File: src/psda_pkg.sv
// Package for the program space data access block: register map, field positions,
// reset values, access kinds, states and cycle penalties.
// Assumes a 16-bit data side and a 24-bit program memory word.
package psda_pkg;

  // Register byte offsets on the AXI4-Lite slave
  localparam logic [7:0]  OFF_TABLE_PAGE = 8'h00;
  localparam logic [7:0]  OFF_VIS_PAGE   = 8'h04;
  localparam logic [7:0]  OFF_CORE_CTRL  = 8'h08;
  localparam logic [7:0]  OFF_STATUS     = 8'h0C;

  // Reset values
  localparam logic [7:0]  RST_TABLE_PAGE = 8'h00;
  localparam logic [7:0]  RST_VIS_PAGE   = 8'h00;
  localparam logic [15:0] RST_CORE_CTRL  = 16'h0000;

  // Field positions
  localparam int CTRL_WIN_EN_BIT = 2;
  localparam int CFG_SPACE_BIT   = 7;
  localparam int WIN_EA_BIT      = 15;
  localparam int ST_BUSY_BIT     = 0;
  localparam int ST_WIN_BIT      = 1;
  localparam int ST_CFG_BIT      = 2;

  // AXI responses
  localparam logic [1:0]  RESP_OKAY   = 2'b00;
  localparam logic [1:0]  RESP_SLVERR = 2'b10;

  // Extra cycles for a window read
  localparam logic [1:0]  PEN_MOVE       = 2'h1;
  localparam logic [1:0]  PEN_OTHER      = 2'h2;
  localparam logic [1:0]  PEN_REP_EDGE   = 2'h2;
  localparam logic [1:0]  PEN_REP_STEADY = 2'h0;

  typedef enum logic [2:0] {
    KIND_DATA_RD,
    KIND_DATA_WR,
    KIND_TBL_RD_LO,
    KIND_TBL_RD_HI,
    KIND_TBL_WT_LO,
    KIND_TBL_WT_HI
  } psda_kind_t;

  typedef enum logic [1:0] {
    ST_IDLE,
    ST_ACCESS,
    ST_CAPTURE,
    ST_STRETCH
  } psda_state_t;

endpackage

File: src/psda_map_if.sv
// Carrier between the access sequencer and the address mapper.
// Assumes the mapper is purely combinational.
`timescale 1ns/100ps
`default_nettype none
interface psda_map_if;
  import psda_pkg::*;
  psda_kind_t  kind;
  logic [15:0] ea;
  logic [7:0]  table_page;
  logic [7:0]  vis_page;
  logic        win_en;
  logic        use_pm;
  logic        win_hit;
  logic        cfg_sel;
  logic [23:0] pm_addr;

  modport seq (output kind, ea, table_page, vis_page, win_en,
               input use_pm, win_hit, cfg_sel, pm_addr);
  modport map (input kind, ea, table_page, vis_page, win_en,
               output use_pm, win_hit, cfg_sel, pm_addr);
endinterface
`default_nettype wire

File: src/psda_top.sv
// Program space data access: table reads and writes and the constant-data window,
// with an AXI4-Lite register slave for the page and control registers.
// Assumes program and data memories return read data one cycle after the strobe.
//
// Notes on behaviour
// - Word table read low returns program bits 15:0 as the data word.
// - Byte table read low puts one low-word byte in bits 7:0; select 1 upper.
// - Word table read high returns bits 23:16 low, upper data byte zero.
// - Byte table read high: select 0 gives upper byte, select 1 gives zero.
// - Program bits 23:16 reach data only via table read or write high.
// - Program address steps by two per 24-bit word; both halves share range.
// - Table page bit 7 clear is user memory, set is configuration memory.
// - Table address is table page over the 16-bit effective address.
// - Window redirect only with address bit 15 set and window enable set.
// - Visibility page picks one of 256 pages of 16K words.
// - Window ignores address bit 15; page bit 0 becomes program bit 15.
// - Data addresses 8000h upward map onto program memory when enabled.
// - Window reads return only the low 16 bits of the program word.
// - A window read stretches the instruction for the second fetch, except on steady repeat passes.
// - Window redirection is suspended during table reads and writes.
// - Outside repeat: move costs one extra cycle, others two.
// - In repeat: two extra on first, last, interrupt exit, re-entry; else none.
`timescale 1ns/100ps
`default_nettype none
module psda_top
  import psda_pkg::*;
(
  input  wire logic        aclk,
  input  wire logic        aresetn,
  input  wire logic [7:0]  s_axi_awaddr,
  input  wire logic        s_axi_awvalid,
  output logic             s_axi_awready,
  input  wire logic [31:0] s_axi_wdata,
  input  wire logic [3:0]  s_axi_wstrb,
  input  wire logic        s_axi_wvalid,
  output logic             s_axi_wready,
  output logic [1:0]       s_axi_bresp,
  output logic             s_axi_bvalid,
  input  wire logic        s_axi_bready,
  input  wire logic [7:0]  s_axi_araddr,
  input  wire logic        s_axi_arvalid,
  output logic             s_axi_arready,
  output logic [31:0]      s_axi_rdata,
  output logic [1:0]       s_axi_rresp,
  output logic             s_axi_rvalid,
  input  wire logic        s_axi_rready,
  input  wire logic        req_valid,
  output logic             req_ready,
  input  wire psda_kind_t  req_kind,
  input  wire logic        req_byte,
  input  wire logic [15:0] req_ea,
  input  wire logic [15:0] req_wdata,
  input  wire logic        req_move,
  input  wire logic        req_in_repeat,
  input  wire logic        req_rep_first,
  input  wire logic        req_rep_last,
  input  wire logic        req_rep_irq_exit,
  input  wire logic        req_rep_irq_reentry,
  output logic             rsp_valid,
  output logic [15:0]      rsp_data,
  output logic [23:0]      pm_addr,
  output logic             pm_cfg,
  output logic             pm_rd,
  output logic             pm_wr,
  output logic [2:0]       pm_be,
  output logic [23:0]      pm_wdata,
  input  wire logic [23:0] pm_rdata,
  output logic [15:0]      dm_addr,
  output logic             dm_rd,
  output logic             dm_wr,
  output logic [1:0]       dm_be,
  output logic [15:0]      dm_wdata,
  input  wire logic [15:0] dm_rdata
);

  logic [7:0]  table_page_r;
  logic [7:0]  vis_page_r;
  logic [15:0] core_ctrl_r;
  psda_state_t state_r;
  psda_kind_t  kind_r;
  logic        byte_r;
  logic        sel_r;
  logic        win_r;
  logic        cfg_r;
  logic [1:0]  pen_r;
  logic [15:0] rdat_nxt;
  logic        done;
  logic        take;

  psda_map_if mif ();

  assign mif.kind       = req_kind;
  assign mif.ea         = req_ea;
  assign mif.table_page = table_page_r;
  assign mif.vis_page   = vis_page_r;
  assign mif.win_en     = core_ctrl_r[CTRL_WIN_EN_BIT];

  psda_map u_map (
    .m (mif.map)
  );

  // Read formatting of the 24-bit program word
  function automatic logic [15:0] fmt_pm(input psda_kind_t k, input logic bm,
                                         input logic sel, input logic [23:0] w);
    fmt_pm = w[15:0];
    if (k == KIND_TBL_RD_HI) begin
      if (!bm)
        fmt_pm = {8'h00, w[23:16]};
      else
        fmt_pm = sel ? 16'h0000 : {8'h00, w[23:16]};
    end else if (bm) begin
      fmt_pm = sel ? {8'h00, w[15:8]} : {8'h00, w[7:0]};
    end
  endfunction

  // Extra cycles of a window read
  function automatic logic [1:0] penalty(input logic mv, input logic rep,
                                         input logic edge_hit);
    if (!rep)
      penalty = mv ? PEN_MOVE : PEN_OTHER;
    else
      penalty = edge_hit ? PEN_REP_EDGE : PEN_REP_STEADY;
  endfunction

  assign req_ready = (state_r == ST_IDLE);
  assign take      = req_valid && req_ready;
  assign done      = ((state_r == ST_CAPTURE) && (pen_r == 2'h0)) ||
                     ((state_r == ST_STRETCH) && (pen_r == 2'h1));

  // Access sequencer
  always_ff @(posedge aclk) begin
    if (!aresetn) begin
      state_r <= ST_IDLE;
    end else begin
      case (state_r)
        ST_IDLE: begin
          if (take)
            state_r <= ST_ACCESS;
        end
        ST_ACCESS: begin
          state_r <= ST_CAPTURE;
        end
        ST_CAPTURE: begin
          state_r <= (pen_r == 2'h0) ? ST_IDLE : ST_STRETCH;
        end
        ST_STRETCH: begin
          if (pen_r == 2'h1)
            state_r <= ST_IDLE;
        end
        default: begin
          state_r <= ST_IDLE;
        end
      endcase
    end
  end

  // Latched request and stretch count
  always_ff @(posedge aclk) begin
    if (!aresetn) begin
      kind_r <= KIND_DATA_RD;
      byte_r <= 1'b0;
      sel_r  <= 1'b0;
      win_r  <= 1'b0;
      cfg_r  <= 1'b0;
      pen_r  <= 2'h0;
    end else if (take) begin
      kind_r <= req_kind;
      byte_r <= req_byte;
      sel_r  <= req_ea[0];
      win_r  <= mif.win_hit;
      cfg_r  <= mif.cfg_sel;
      if (mif.win_hit && (req_kind == KIND_DATA_RD))
        pen_r <= penalty(req_move, req_in_repeat,
                         req_rep_first | req_rep_last |
                         req_rep_irq_exit | req_rep_irq_reentry);
      else
        pen_r <= 2'h0;
    end else if (state_r == ST_STRETCH) begin
      pen_r <= pen_r - 2'h1;
    end
  end

  // Memory strobes, one cycle after the request is taken
  always_ff @(posedge aclk) begin
    if (!aresetn) begin
      pm_addr  <= 24'h000000;
      pm_cfg   <= 1'b0;
      pm_rd    <= 1'b0;
      pm_wr    <= 1'b0;
      pm_be    <= 3'h0;
      pm_wdata <= 24'h000000;
      dm_addr  <= 16'h0000;
      dm_rd    <= 1'b0;
      dm_wr    <= 1'b0;
      dm_be    <= 2'h0;
      dm_wdata <= 16'h0000;
    end else if (take) begin
      pm_addr  <= mif.pm_addr;
      pm_cfg   <= mif.cfg_sel;
      pm_rd    <= mif.use_pm && ((req_kind == KIND_DATA_RD) ||
                  (req_kind == KIND_TBL_RD_LO) || (req_kind == KIND_TBL_RD_HI));
      pm_wr    <= (req_kind == KIND_TBL_WT_LO) ||
                  ((req_kind == KIND_TBL_WT_HI) && !(req_byte && req_ea[0]));
      pm_wdata <= {req_wdata[7:0], req_byte ? {2{req_wdata[7:0]}} : req_wdata};
      if (req_kind == KIND_TBL_WT_HI)
        pm_be <= 3'h4;
      else if (req_kind == KIND_TBL_WT_LO)
        pm_be <= req_byte ? (req_ea[0] ? 3'h2 : 3'h1) : 3'h3;
      else
        pm_be <= 3'h0;
      dm_addr  <= req_ea;
      dm_rd    <= (req_kind == KIND_DATA_RD) && !mif.win_hit;
      dm_wr    <= (req_kind == KIND_DATA_WR) && !mif.win_hit;
      dm_be    <= req_byte ? (req_ea[0] ? 2'h2 : 2'h1) : 2'h3;
      dm_wdata <= req_byte ? {2{req_wdata[7:0]}} : req_wdata;
    end else begin
      pm_rd <= 1'b0;
      pm_wr <= 1'b0;
      dm_rd <= 1'b0;
      dm_wr <= 1'b0;
    end
  end

  // Read data selection
  always_comb begin
    rdat_nxt = 16'h0000;
    if ((kind_r == KIND_TBL_RD_LO) || (kind_r == KIND_TBL_RD_HI) ||
        ((kind_r == KIND_DATA_RD) && win_r))
      rdat_nxt = fmt_pm(kind_r, byte_r, sel_r, pm_rdata);
    else if (kind_r == KIND_DATA_RD)
      rdat_nxt = byte_r ? {8'h00, sel_r ? dm_rdata[15:8] : dm_rdata[7:0]} : dm_rdata;
  end

  // Answer to the core
  always_ff @(posedge aclk) begin
    if (!aresetn) begin
      rsp_data  <= 16'h0000;
      rsp_valid <= 1'b0;
    end else begin
      if (state_r == ST_CAPTURE)
        rsp_data <= rdat_nxt;
      rsp_valid <= done;
    end
  end

  // AXI4-Lite write channel: address and data taken together
  assign s_axi_awready = s_axi_awvalid && s_axi_wvalid && !s_axi_bvalid;
  assign s_axi_wready  = s_axi_awready;

  always_ff @(posedge aclk) begin
    if (!aresetn) begin
      table_page_r <= RST_TABLE_PAGE;
      vis_page_r   <= RST_VIS_PAGE;
      core_ctrl_r  <= RST_CORE_CTRL;
      s_axi_bvalid <= 1'b0;
      s_axi_bresp  <= RESP_OKAY;
    end else if (s_axi_awready) begin
      s_axi_bvalid <= 1'b1;
      s_axi_bresp  <= RESP_OKAY;
      if (s_axi_awaddr == OFF_TABLE_PAGE) begin
        if (s_axi_wstrb[0])
          table_page_r <= s_axi_wdata[7:0];
      end else if (s_axi_awaddr == OFF_VIS_PAGE) begin
        if (s_axi_wstrb[0])
          vis_page_r <= s_axi_wdata[7:0];
      end else if (s_axi_awaddr == OFF_CORE_CTRL) begin
        if (s_axi_wstrb[0])
          core_ctrl_r[7:0] <= s_axi_wdata[7:0];
        if (s_axi_wstrb[1])
          core_ctrl_r[15:8] <= s_axi_wdata[15:8];
      end else if (s_axi_awaddr != OFF_STATUS) begin
        s_axi_bresp <= RESP_SLVERR;
      end
    end else if (s_axi_bready) begin
      s_axi_bvalid <= 1'b0;
    end
  end

  // AXI4-Lite read channel
  assign s_axi_arready = !s_axi_rvalid;

  always_ff @(posedge aclk) begin
    if (!aresetn) begin
      s_axi_rvalid <= 1'b0;
      s_axi_rdata  <= 32'h00000000;
      s_axi_rresp  <= RESP_OKAY;
    end else if (s_axi_arvalid && s_axi_arready) begin
      s_axi_rvalid <= 1'b1;
      s_axi_rresp  <= RESP_OKAY;
      s_axi_rdata  <= 32'h00000000;
      if (s_axi_araddr == OFF_TABLE_PAGE) begin
        s_axi_rdata[7:0] <= table_page_r;
      end else if (s_axi_araddr == OFF_VIS_PAGE) begin
        s_axi_rdata[7:0] <= vis_page_r;
      end else if (s_axi_araddr == OFF_CORE_CTRL) begin
        s_axi_rdata[15:0] <= core_ctrl_r;
      end else if (s_axi_araddr == OFF_STATUS) begin
        s_axi_rdata[ST_BUSY_BIT] <= (state_r != ST_IDLE);
        s_axi_rdata[ST_WIN_BIT]  <= win_r;
        s_axi_rdata[ST_CFG_BIT]  <= cfg_r;
      end else begin
        s_axi_rresp <= RESP_SLVERR;
      end
    end else if (s_axi_rready) begin
      s_axi_rvalid <= 1'b0;
    end
  end

endmodule // psda_top
`default_nettype wire

File: src/psda_map.sv
// Program address mapper for table accesses and the constant-data window.
// Assumes request fields on the carrier are stable while they are sampled.
`timescale 1ns/100ps
`default_nettype none
module psda_map
  import psda_pkg::*;
(
  psda_map_if.map m
);

  function automatic logic is_table(input psda_kind_t k);
    is_table = (k != KIND_DATA_RD) && (k != KIND_DATA_WR);
  endfunction

  always_comb begin
    m.win_hit = 1'b0;
    m.use_pm  = 1'b0;
    m.cfg_sel = 1'b0;
    m.pm_addr = 24'h000000;
    if (is_table(m.kind)) begin
      m.use_pm  = 1'b1;
      m.pm_addr = {m.table_page, m.ea};
      m.cfg_sel = m.table_page[CFG_SPACE_BIT];
    end else if (m.ea[WIN_EA_BIT] && m.win_en) begin
      m.win_hit = 1'b1;
      m.use_pm  = (m.kind == KIND_DATA_RD);
      m.pm_addr = {1'b0, m.vis_page, m.ea[14:0]};
    end
  end

endmodule // psda_map
`default_nettype wire

File: config.mk
export PLATFORM = sky130hd
export DESIGN_NAME = psda_top
export DESIGN_NICKNAME = d
export VERILOG_FILES = /design/src/psda_pkg.sv /design/src/psda_map_if.sv /design/src/psda_top.sv /design/src/psda_map.sv
export SDC_FILE = /design/constraint.sdc
export NUM_CORES = 1
export LEC_CHECK = 0
export BUFFER_PORTS_ARGS = -buffer_cell sky130_fd_sc_hd__buf_2
export CORE_ASPECT_RATIO = 0.5
export CORE_MARGIN = 3
export CORE_UTILIZATION = 48
export CTS_CLUSTER_SIZE = 10
export DETAILED_ROUTE_END_ITERATION = 16
export HOLD_SLACK_MARGIN = 0.12
export PLACE_DENSITY = 0.81
export SLEW_MARGIN = 30
export SYNTH_ARGS = -nofsm -noshare
export SYNTH_HDL_FRONTEND = slang
export SYNTH_SLANG_ARGS = --single-unit
File: constraint.sdc
create_clock -name aclk -period 1.8 [get_ports aclk]
set_clock_uncertainty 0.2 [all_clocks]
set_input_delay 0.27 -clock aclk [delete_from_list [all_inputs] [get_ports aclk]]
set_output_delay 0.27 -clock aclk [all_outputs]
set_load 0.05 [all_outputs]
==> results of run 1 <==
==> kinds of logic after synthesis <==
group	after synthesis	synth area share (%)
flops	143	43.3
compound gates	144	16.4
mux	66	10.7
simple gates	241	20.5
fa+ha+maj	2	0.378
buf+inv	95	8.68
other cells	1	0.0567
==> sequential cells by signal, summed over array words and instances (netlist names), 2 cells and up <==
name            count
pm_addr            24
kind_r              3
s_axi_rdata        16
state_r             2
pm_be               3
pm_wdata           16
mif.vis_page        8
core_ctrl_r        16
rsp_data           16
dm_be               2
pen_r               2
dm_addr            16
mif.table_page      8
==> metal layers <==
layer  vias up  wire (um)  part of all wire, %  GRT usage [%]
met5         -          0                    0              0
met4         0        845                  3.9           12.4
met3        76       1360                  6.3           5.39
met2       312      10800                   50           47.5
met1      3082       8410                   39           29.0
li1       3056          -                    -              -
==> worst max path at each step <==
stage                  from         endpoint  depth (start not counted)
6_report         state_r[1]         pen_r[0]                          5
5_1_grt          state_r[0]            pm_rd                          7
3_3_place_gp      req_valid       pm_addr[9]                          5
3_5_place_dp      req_valid      pm_addr[10]                          5
4_1_cts          state_r[1]      pm_addr[16]                          4
2_1_floorplan  s_axi_bvalid  core_ctrl_r[14]                          6
==> power breakdown <==
group / total [W] / switching (W) / internal, W
clock: 0.00377 / 0.00143 / 0.00234
combinational: 0.00182 / 0.00116 / 0.000662
sequential: 0.00336 / 0.0000788 / 0.00328
total: 0.00895 / 0.00267 / 0.00628
==> cell type report <==
cell class / count / area (sq um)
sequential: 143 / 2870
clock buffer: 17 / 425
timing repair buffer: 399 / 2810
multi-input combinational: 471 / 3280
fill: 862 / 3240
antenna: 1 / 2.50
inverter: 5 / 18.8
tap: 170 / 213
clock inverter: 15 / 209
==> worst max-delay path, delay by kind of cell, from the launching register on <==
kind	cells	cell delay [ns]
and+or+nand+nor	3	0.92
DFF	1	0.37
buffers and inverters	1	0.17
AOI/OAI and AO/OA	1	0.12
==> Yosys cell counts (8+ instances only) <==
cell         n
o21ai_0     18
buf_4       47
a22oi_1     42
o211a_1     10
mux2_2       8
nand3_1     11
nor2b_1     64
nor3b_1      9
nand2_1     98
o21ai_2      8
buf_1        8
clkbuf_1    19
and2_1       9
a2bb2oi_1    8
nor2_1      13
a21boi_0    30
dfxtp_1    143
buf_2       13
mux2i_1     55
==> layout by cell type (no fill, tap or decap), drive strengths merged, types with 8 or more instances in the layout <==
master	synthesis	final
mux2	8	8
nand2	98	98
nor2	14	14
a21boi	32	32
nand3	11	11
conb	1	18
dlygate4sd3	0	98
a22oi	42	42
o21ai	26	26
clkbuf	20	19
and2	10	10
nor2b	64	64
dfxtp	143	143
mux2i	55	55
o211a	10	10
nor3b	10	10
a2bb2oi	8	8
buf	70	299
inv	5	8
==> stage by stage <==
stage | setup TNS [ns] | power, W | hold WS, ns | std cells | instance area (sq um)
finish | -0.0311 | 0.00895 | 0.189 | 1221 | 9820
global route | -0.302 | 0.00924 | 0.234 | 1220 | 9820
detailed placement | -0.0902 | 0.00496 | 0.243 | 1080 | 8030
floorplan | 0 | 0.00457 | 0.149 | 709 | 6690
CTS | -0.000232 | 0.00890 | 0.181 | 1212 | 9690
global placement | 0 | 0.00494 | 0.235 | 1080 | 8030
==> timing repair <==
item	4_1_cts	5_1_grt
setup buffers	2	7
gates resized for setup	10	14
endpoints found under the hold margin	110	0
pin swaps	1	3
hold buffers	98	0
gates cloned	0	2
endpoints found under the setup margin	3	37
==> results.md, run 1 <==
* RePlAce Congestion at 0.816
* Worst r2r path cells at 5
* Die area at 0.0153 sq mm
* Reg-to-Reg End: pen_r[0]
* Post-synth cell types at 53
* Hold EP: s_axi_bresp[1]
* PortBufs at 254
* Layout cells sized above 1 at 36.1%
* Area contributors post-synth: dfxtp_1, mux2i_1, nor2b_1
* Hold depth at 5
* Post-place setup slack at -0.0334 ns
* Routed vias at 6,526
* Max incr delay on CP at 0.48 ns
* H-tree depth at 4
* Cell count after synthesis at 692
* Ys Warns at 0
* Starting Density at 50.6%
* Critical-path top delay cell: or3b_4
* CP Launch Type: flop
* Gr usage total at 25.7%
* Nets at 1,181
* Clock-pin slew on the worst setup and hold paths at 0.06 ns
* HPWL after DPL at 12,800 um
* Cell leakage power at 4.76 nW
* Initial antenna violation count at 0
* FF-to-FF setup slack at -0.03 ns
* Crit path required time at 1.95 ns
* Post-Route WL at 21,400 um
* Critical path cell sequence: or3b_4, buf_12, nor2_1, and3b_1, o21a_1
* Residual DRC count at 0
* Num rows at 29
* Drt first-iter violations at 390
* Number of synthesized flops with an enable pin at 0
* Async SR Flop Fraction at 0%
* Number of max-cap violations at 0
* Syn avg cell area at 9.56 sq um
* CP max FO at 12
* Final setup margin at -0.0311 ns
* Syn-to-layout area delta at 48.5%
* Highest Clock Rate at 0.546 GHz
* First-pass GRT wire length at 31,300 um
* Num CTS Buffers at 17
* Crit Path Category: reg2reg
* Hold WC Path Type: in2reg
* Synth top area share at 43.3%
* Syn Std Cell Area at 0.00661 sq mm
* Crit end category: flop
* Root Driver: clkbuf_16
* Clock Sinks at 143
* WL/cell at 17.5 um
* Post-synth top flop: dfxtp_1
* Failing checks: setup timing
* Number of global-route vias before repair at 6,262
* Largest net degree at the start of global routing at 134
* Max Slew Vio Count at 0
* Global route overflow at 0
* Cell area power density at 911 mW/mm^2
* CTS tree: yes
* Final ANT Viol Nets at 0
* IO Pins at 291
* Post-synth top area cell: dfxtp_1
* Core area at 0.0131 sq mm
* Sequential share of the synthesized area at 43.3%
* Clock Latency Late Sink at 0.41 ns
* Flops & latches, synth at 143
* Die Height at 89.0 um
* Worst hold start: s_axi_awaddr[6]
* Tmin final at 1.83 ns
* Die X at 172 um
* Worst r2r src: state_r[1]
* Max IR drop VDD at 0.000427 V
* Status: complete, but fails checks
* Drt via density at 5.34
* Longest Clk Path Bufs at 2
* 1st-pass router iterations at 5
* Final setup viols at 1
* Fin crit share at 102%
* Worst Path Arrival at 1.99 ns
* Fin util at 75.2%
* Fin. Hold Viols at 0
No activity file was read; power rests on OpenSTA's default activity.
==> inputs of run 2 (changes only) <==
--- a/config.mk
+++ b/config.mk
@@ -10,3 +10,3 @@
 export CORE_MARGIN = 3
-export CORE_UTILIZATION = 48
+export CORE_UTILIZATION = 43
 export CTS_CLUSTER_SIZE = 10
@@ -14,3 +14,4 @@
 export HOLD_SLACK_MARGIN = 0.12
-export PLACE_DENSITY = 0.81
+export PLACE_DENSITY = 0.77
+export REMOVE_ABC_BUFFERS = 1
 export SLEW_MARGIN = 30
==> constraint.sdc (replaced) <==
create_clock -name aclk -period 1.6 [get_ports aclk]
set_clock_uncertainty 0.2 [all_clocks]
set_input_delay 0.48 -clock aclk [delete_from_list [all_inputs] [get_ports aclk]]
set_output_delay 0.48 -clock aclk [all_outputs]
set_load 0.05 [all_outputs]
==> run 2 against run 1 <==
Net effect:
- the flow still finishes with violations (setup timing)
- flip-flop and latch count unchanged
- critical path type unchanged
- highest routed layer unchanged
- wire length increased by 58%
- total power increased by 26%
- critical path depth increased by 3
- largest cell class is now non-clock buffers
- largest power group unchanged
==> results.md, run 2 (synthesis gave the netlist of run 1 again) <==
* Tmin final at 2.14 ns
* Num CTS Buffers at 17
* Max FFs per register at 24
* Status: complete, but fails checks
* Drt first-iter violations at 872
* CP Launch Type: flop
* Syn-to-layout area delta at 86.8%
* Cell leakage power at 5.57 nW
* Core area at 0.0147 sq mm
* Final ANT Viol Nets at 0
* Worst r2r src: state_r[1]
* Global route overflow at 0
* WL/cell at 26.5 um
* IO Pins at 291
* Fin. Hold Viols at 0
* Root Driver: clkbuf_16
* Fill count at 633
* Routed vias at 7,660
* Initial antenna violation count at 5
* Crit end category: flop
* Highest Clock Rate at 0.468 GHz
* Clock Sinks at 143
* Nets at 1,205
* Worst Path Arrival at 2.26 ns
* Fin crit share at 134%
* Drt via density at 6.00
* PortBufs at 254
* Residual DRC count at 0
* CP max FO at 7
* Clock Latency Late Sink at 0.43 ns
* Final setup viols at 244
* Die Height at 93.7 um
* FF-to-FF setup slack at -0.54 ns
* Hold slack at 0.115 ns
* Post-Route WL at 33,800 um
* Reg-to-Reg End: pm_addr[15]
* Num rows at 31
* Hold WC Path Type: in2reg
* Number of max-cap violations at 0
* Hold depth at 3
* RSZ-0062 raised after global routing: true
* Max IR drop VDD at 0.000680 V
* Worst r2r path cells at 8
* Pwr Total at 0.0113 W
* Clock-pin slew on the worst setup and hold paths at 0.07 ns
* Register area at 0.00307 sq mm
* Crit Path Category: reg2reg
* H-tree depth at 4
* Largest net degree at the start of global routing at 109
* Longest Clk Path Bufs at 2
* Final setup margin at -0.537 ns
* Worst hold start: s_axi_rready
* Die area at 0.0170 sq mm
* RePlAce Congestion at 0.836
* Layout cells sized above 1 at 65.5%
* Hold EP: s_axi_rvalid
* Area taken by multi-input logic gates at 0.00403 sq mm
* Max Slew Vio Count at 0
* Die X at 181 um
* Most frequent cells in the layout: buf_2, buf_8, buf_4
* CTS tree: yes
* Number of global-route vias before repair at 7,026
* Crit path required time at 1.73 ns
* HPWL after DPL at 13,300 um
* Most flop-heavy register: pm_addr
* Starting Density at 44.9%
* Gr usage total at 29.0%
* First-pass GRT wire length at 38,900 um
* 1st-pass router iterations at 6
* Cell area power density at 915 mW/mm^2
* Fin util at 83.8%
* Failing checks: setup timing
## run 2: changes by cell type in the layout (fill, tap and decap cells not counted), moves of 38 or more
cell / before / now
nand2_1: 98 / 58
buf_8: 1 / 122
buf_2: 250 / 122
dfxtp_1: 140 / 40
buf_6: 4 / 42
dfxtp_2: 3 / 70
buf_4: 33 / 87
dlygate4sd3_1: 98 / 26
## run 2: area by class of cell
| class | instances | share of cell area [%] |
|---|---|---|
| Clock inverter | 10 | 1.31 |
| Multi-Input combinational cell | 471 | 32.6 |
| Antenna cell | 5 | 0.101 |
| Inverter | 5 | 0.172 |
| Sequential cell | 143 | 24.9 |
| Clock buffer | 21 | 3.73 |
| Timing Repair Buffer | 423 | 35.2 |
| Tap cell | 198 | 2.00 |
## run 2: where the power goes
group          total [W]  switching (W)  internal, W
Sequential       0.00387       0.000181      0.00369
Clock            0.00443        0.00174      0.00269
Combinational    0.00301        0.00168      0.00132
## run 2: worst max path at each step
stage,startpoint,to,slack [ns],cells past startpoint
floorplan,req_valid,pm_wr,-1.44,3
global placement,req_valid,pm_be[1],-0.42,6
detailed placement,req_valid,pm_be[0],-0.47,6
CTS,state_r[0],req_ready,-0.38,4
global route,state_r[1],pm_addr[15],-0.51,8
finish,state_r[1],pm_addr[15],-0.54,8
## run 2: metal layers
layer  vias up  wire [um]  global-route usage [%]
met5         -          0                       0
met4         0       3030                    14.1
met3       256       3180                    6.19
met2       689      15900                    52.7
met1      3606      11700                    32.7
li1       3109          -                       -
## run 2: critical path, cell delays in order, from the launching register on
cell     delay (ns)
dfxtp_2        0.32
buf_4          0.13
buf_6          0.10
or3b_4         0.46
buf_6          0.16
buf_6          0.12
a21oi_2        0.16
a22oi_1        0.13
nor2b_1        0.25
## run 2: stage by stage
stage | area [sq um] | cells | TNS [ns] | worst slack (ns)
after floorplan | 6120 | 619 | -130.59 | -1.44
after global placement | 8140 | 1121 | -34.64 | -0.423
after detailed placement | 8140 | 1121 | -38.19 | -0.472
after CTS | 11000 | 1213 | -10.40 | -0.380
after global routing | 12400 | 1276 | -38.24 | -0.510
final | 12400 | 1276 | -32.53 | -0.537
## run 2: what timing repair did
item | 4_1_cts | 5_1_grt
pin swaps | 45 | 36
gates cloned | 8 | 5
endpoints found under the setup margin | 212 | 248
buffers inserted | 28 | 64
resized for setup | 554 | 248
hold buffers | 26 | 0
hold endpoints to repair | 26 | 0
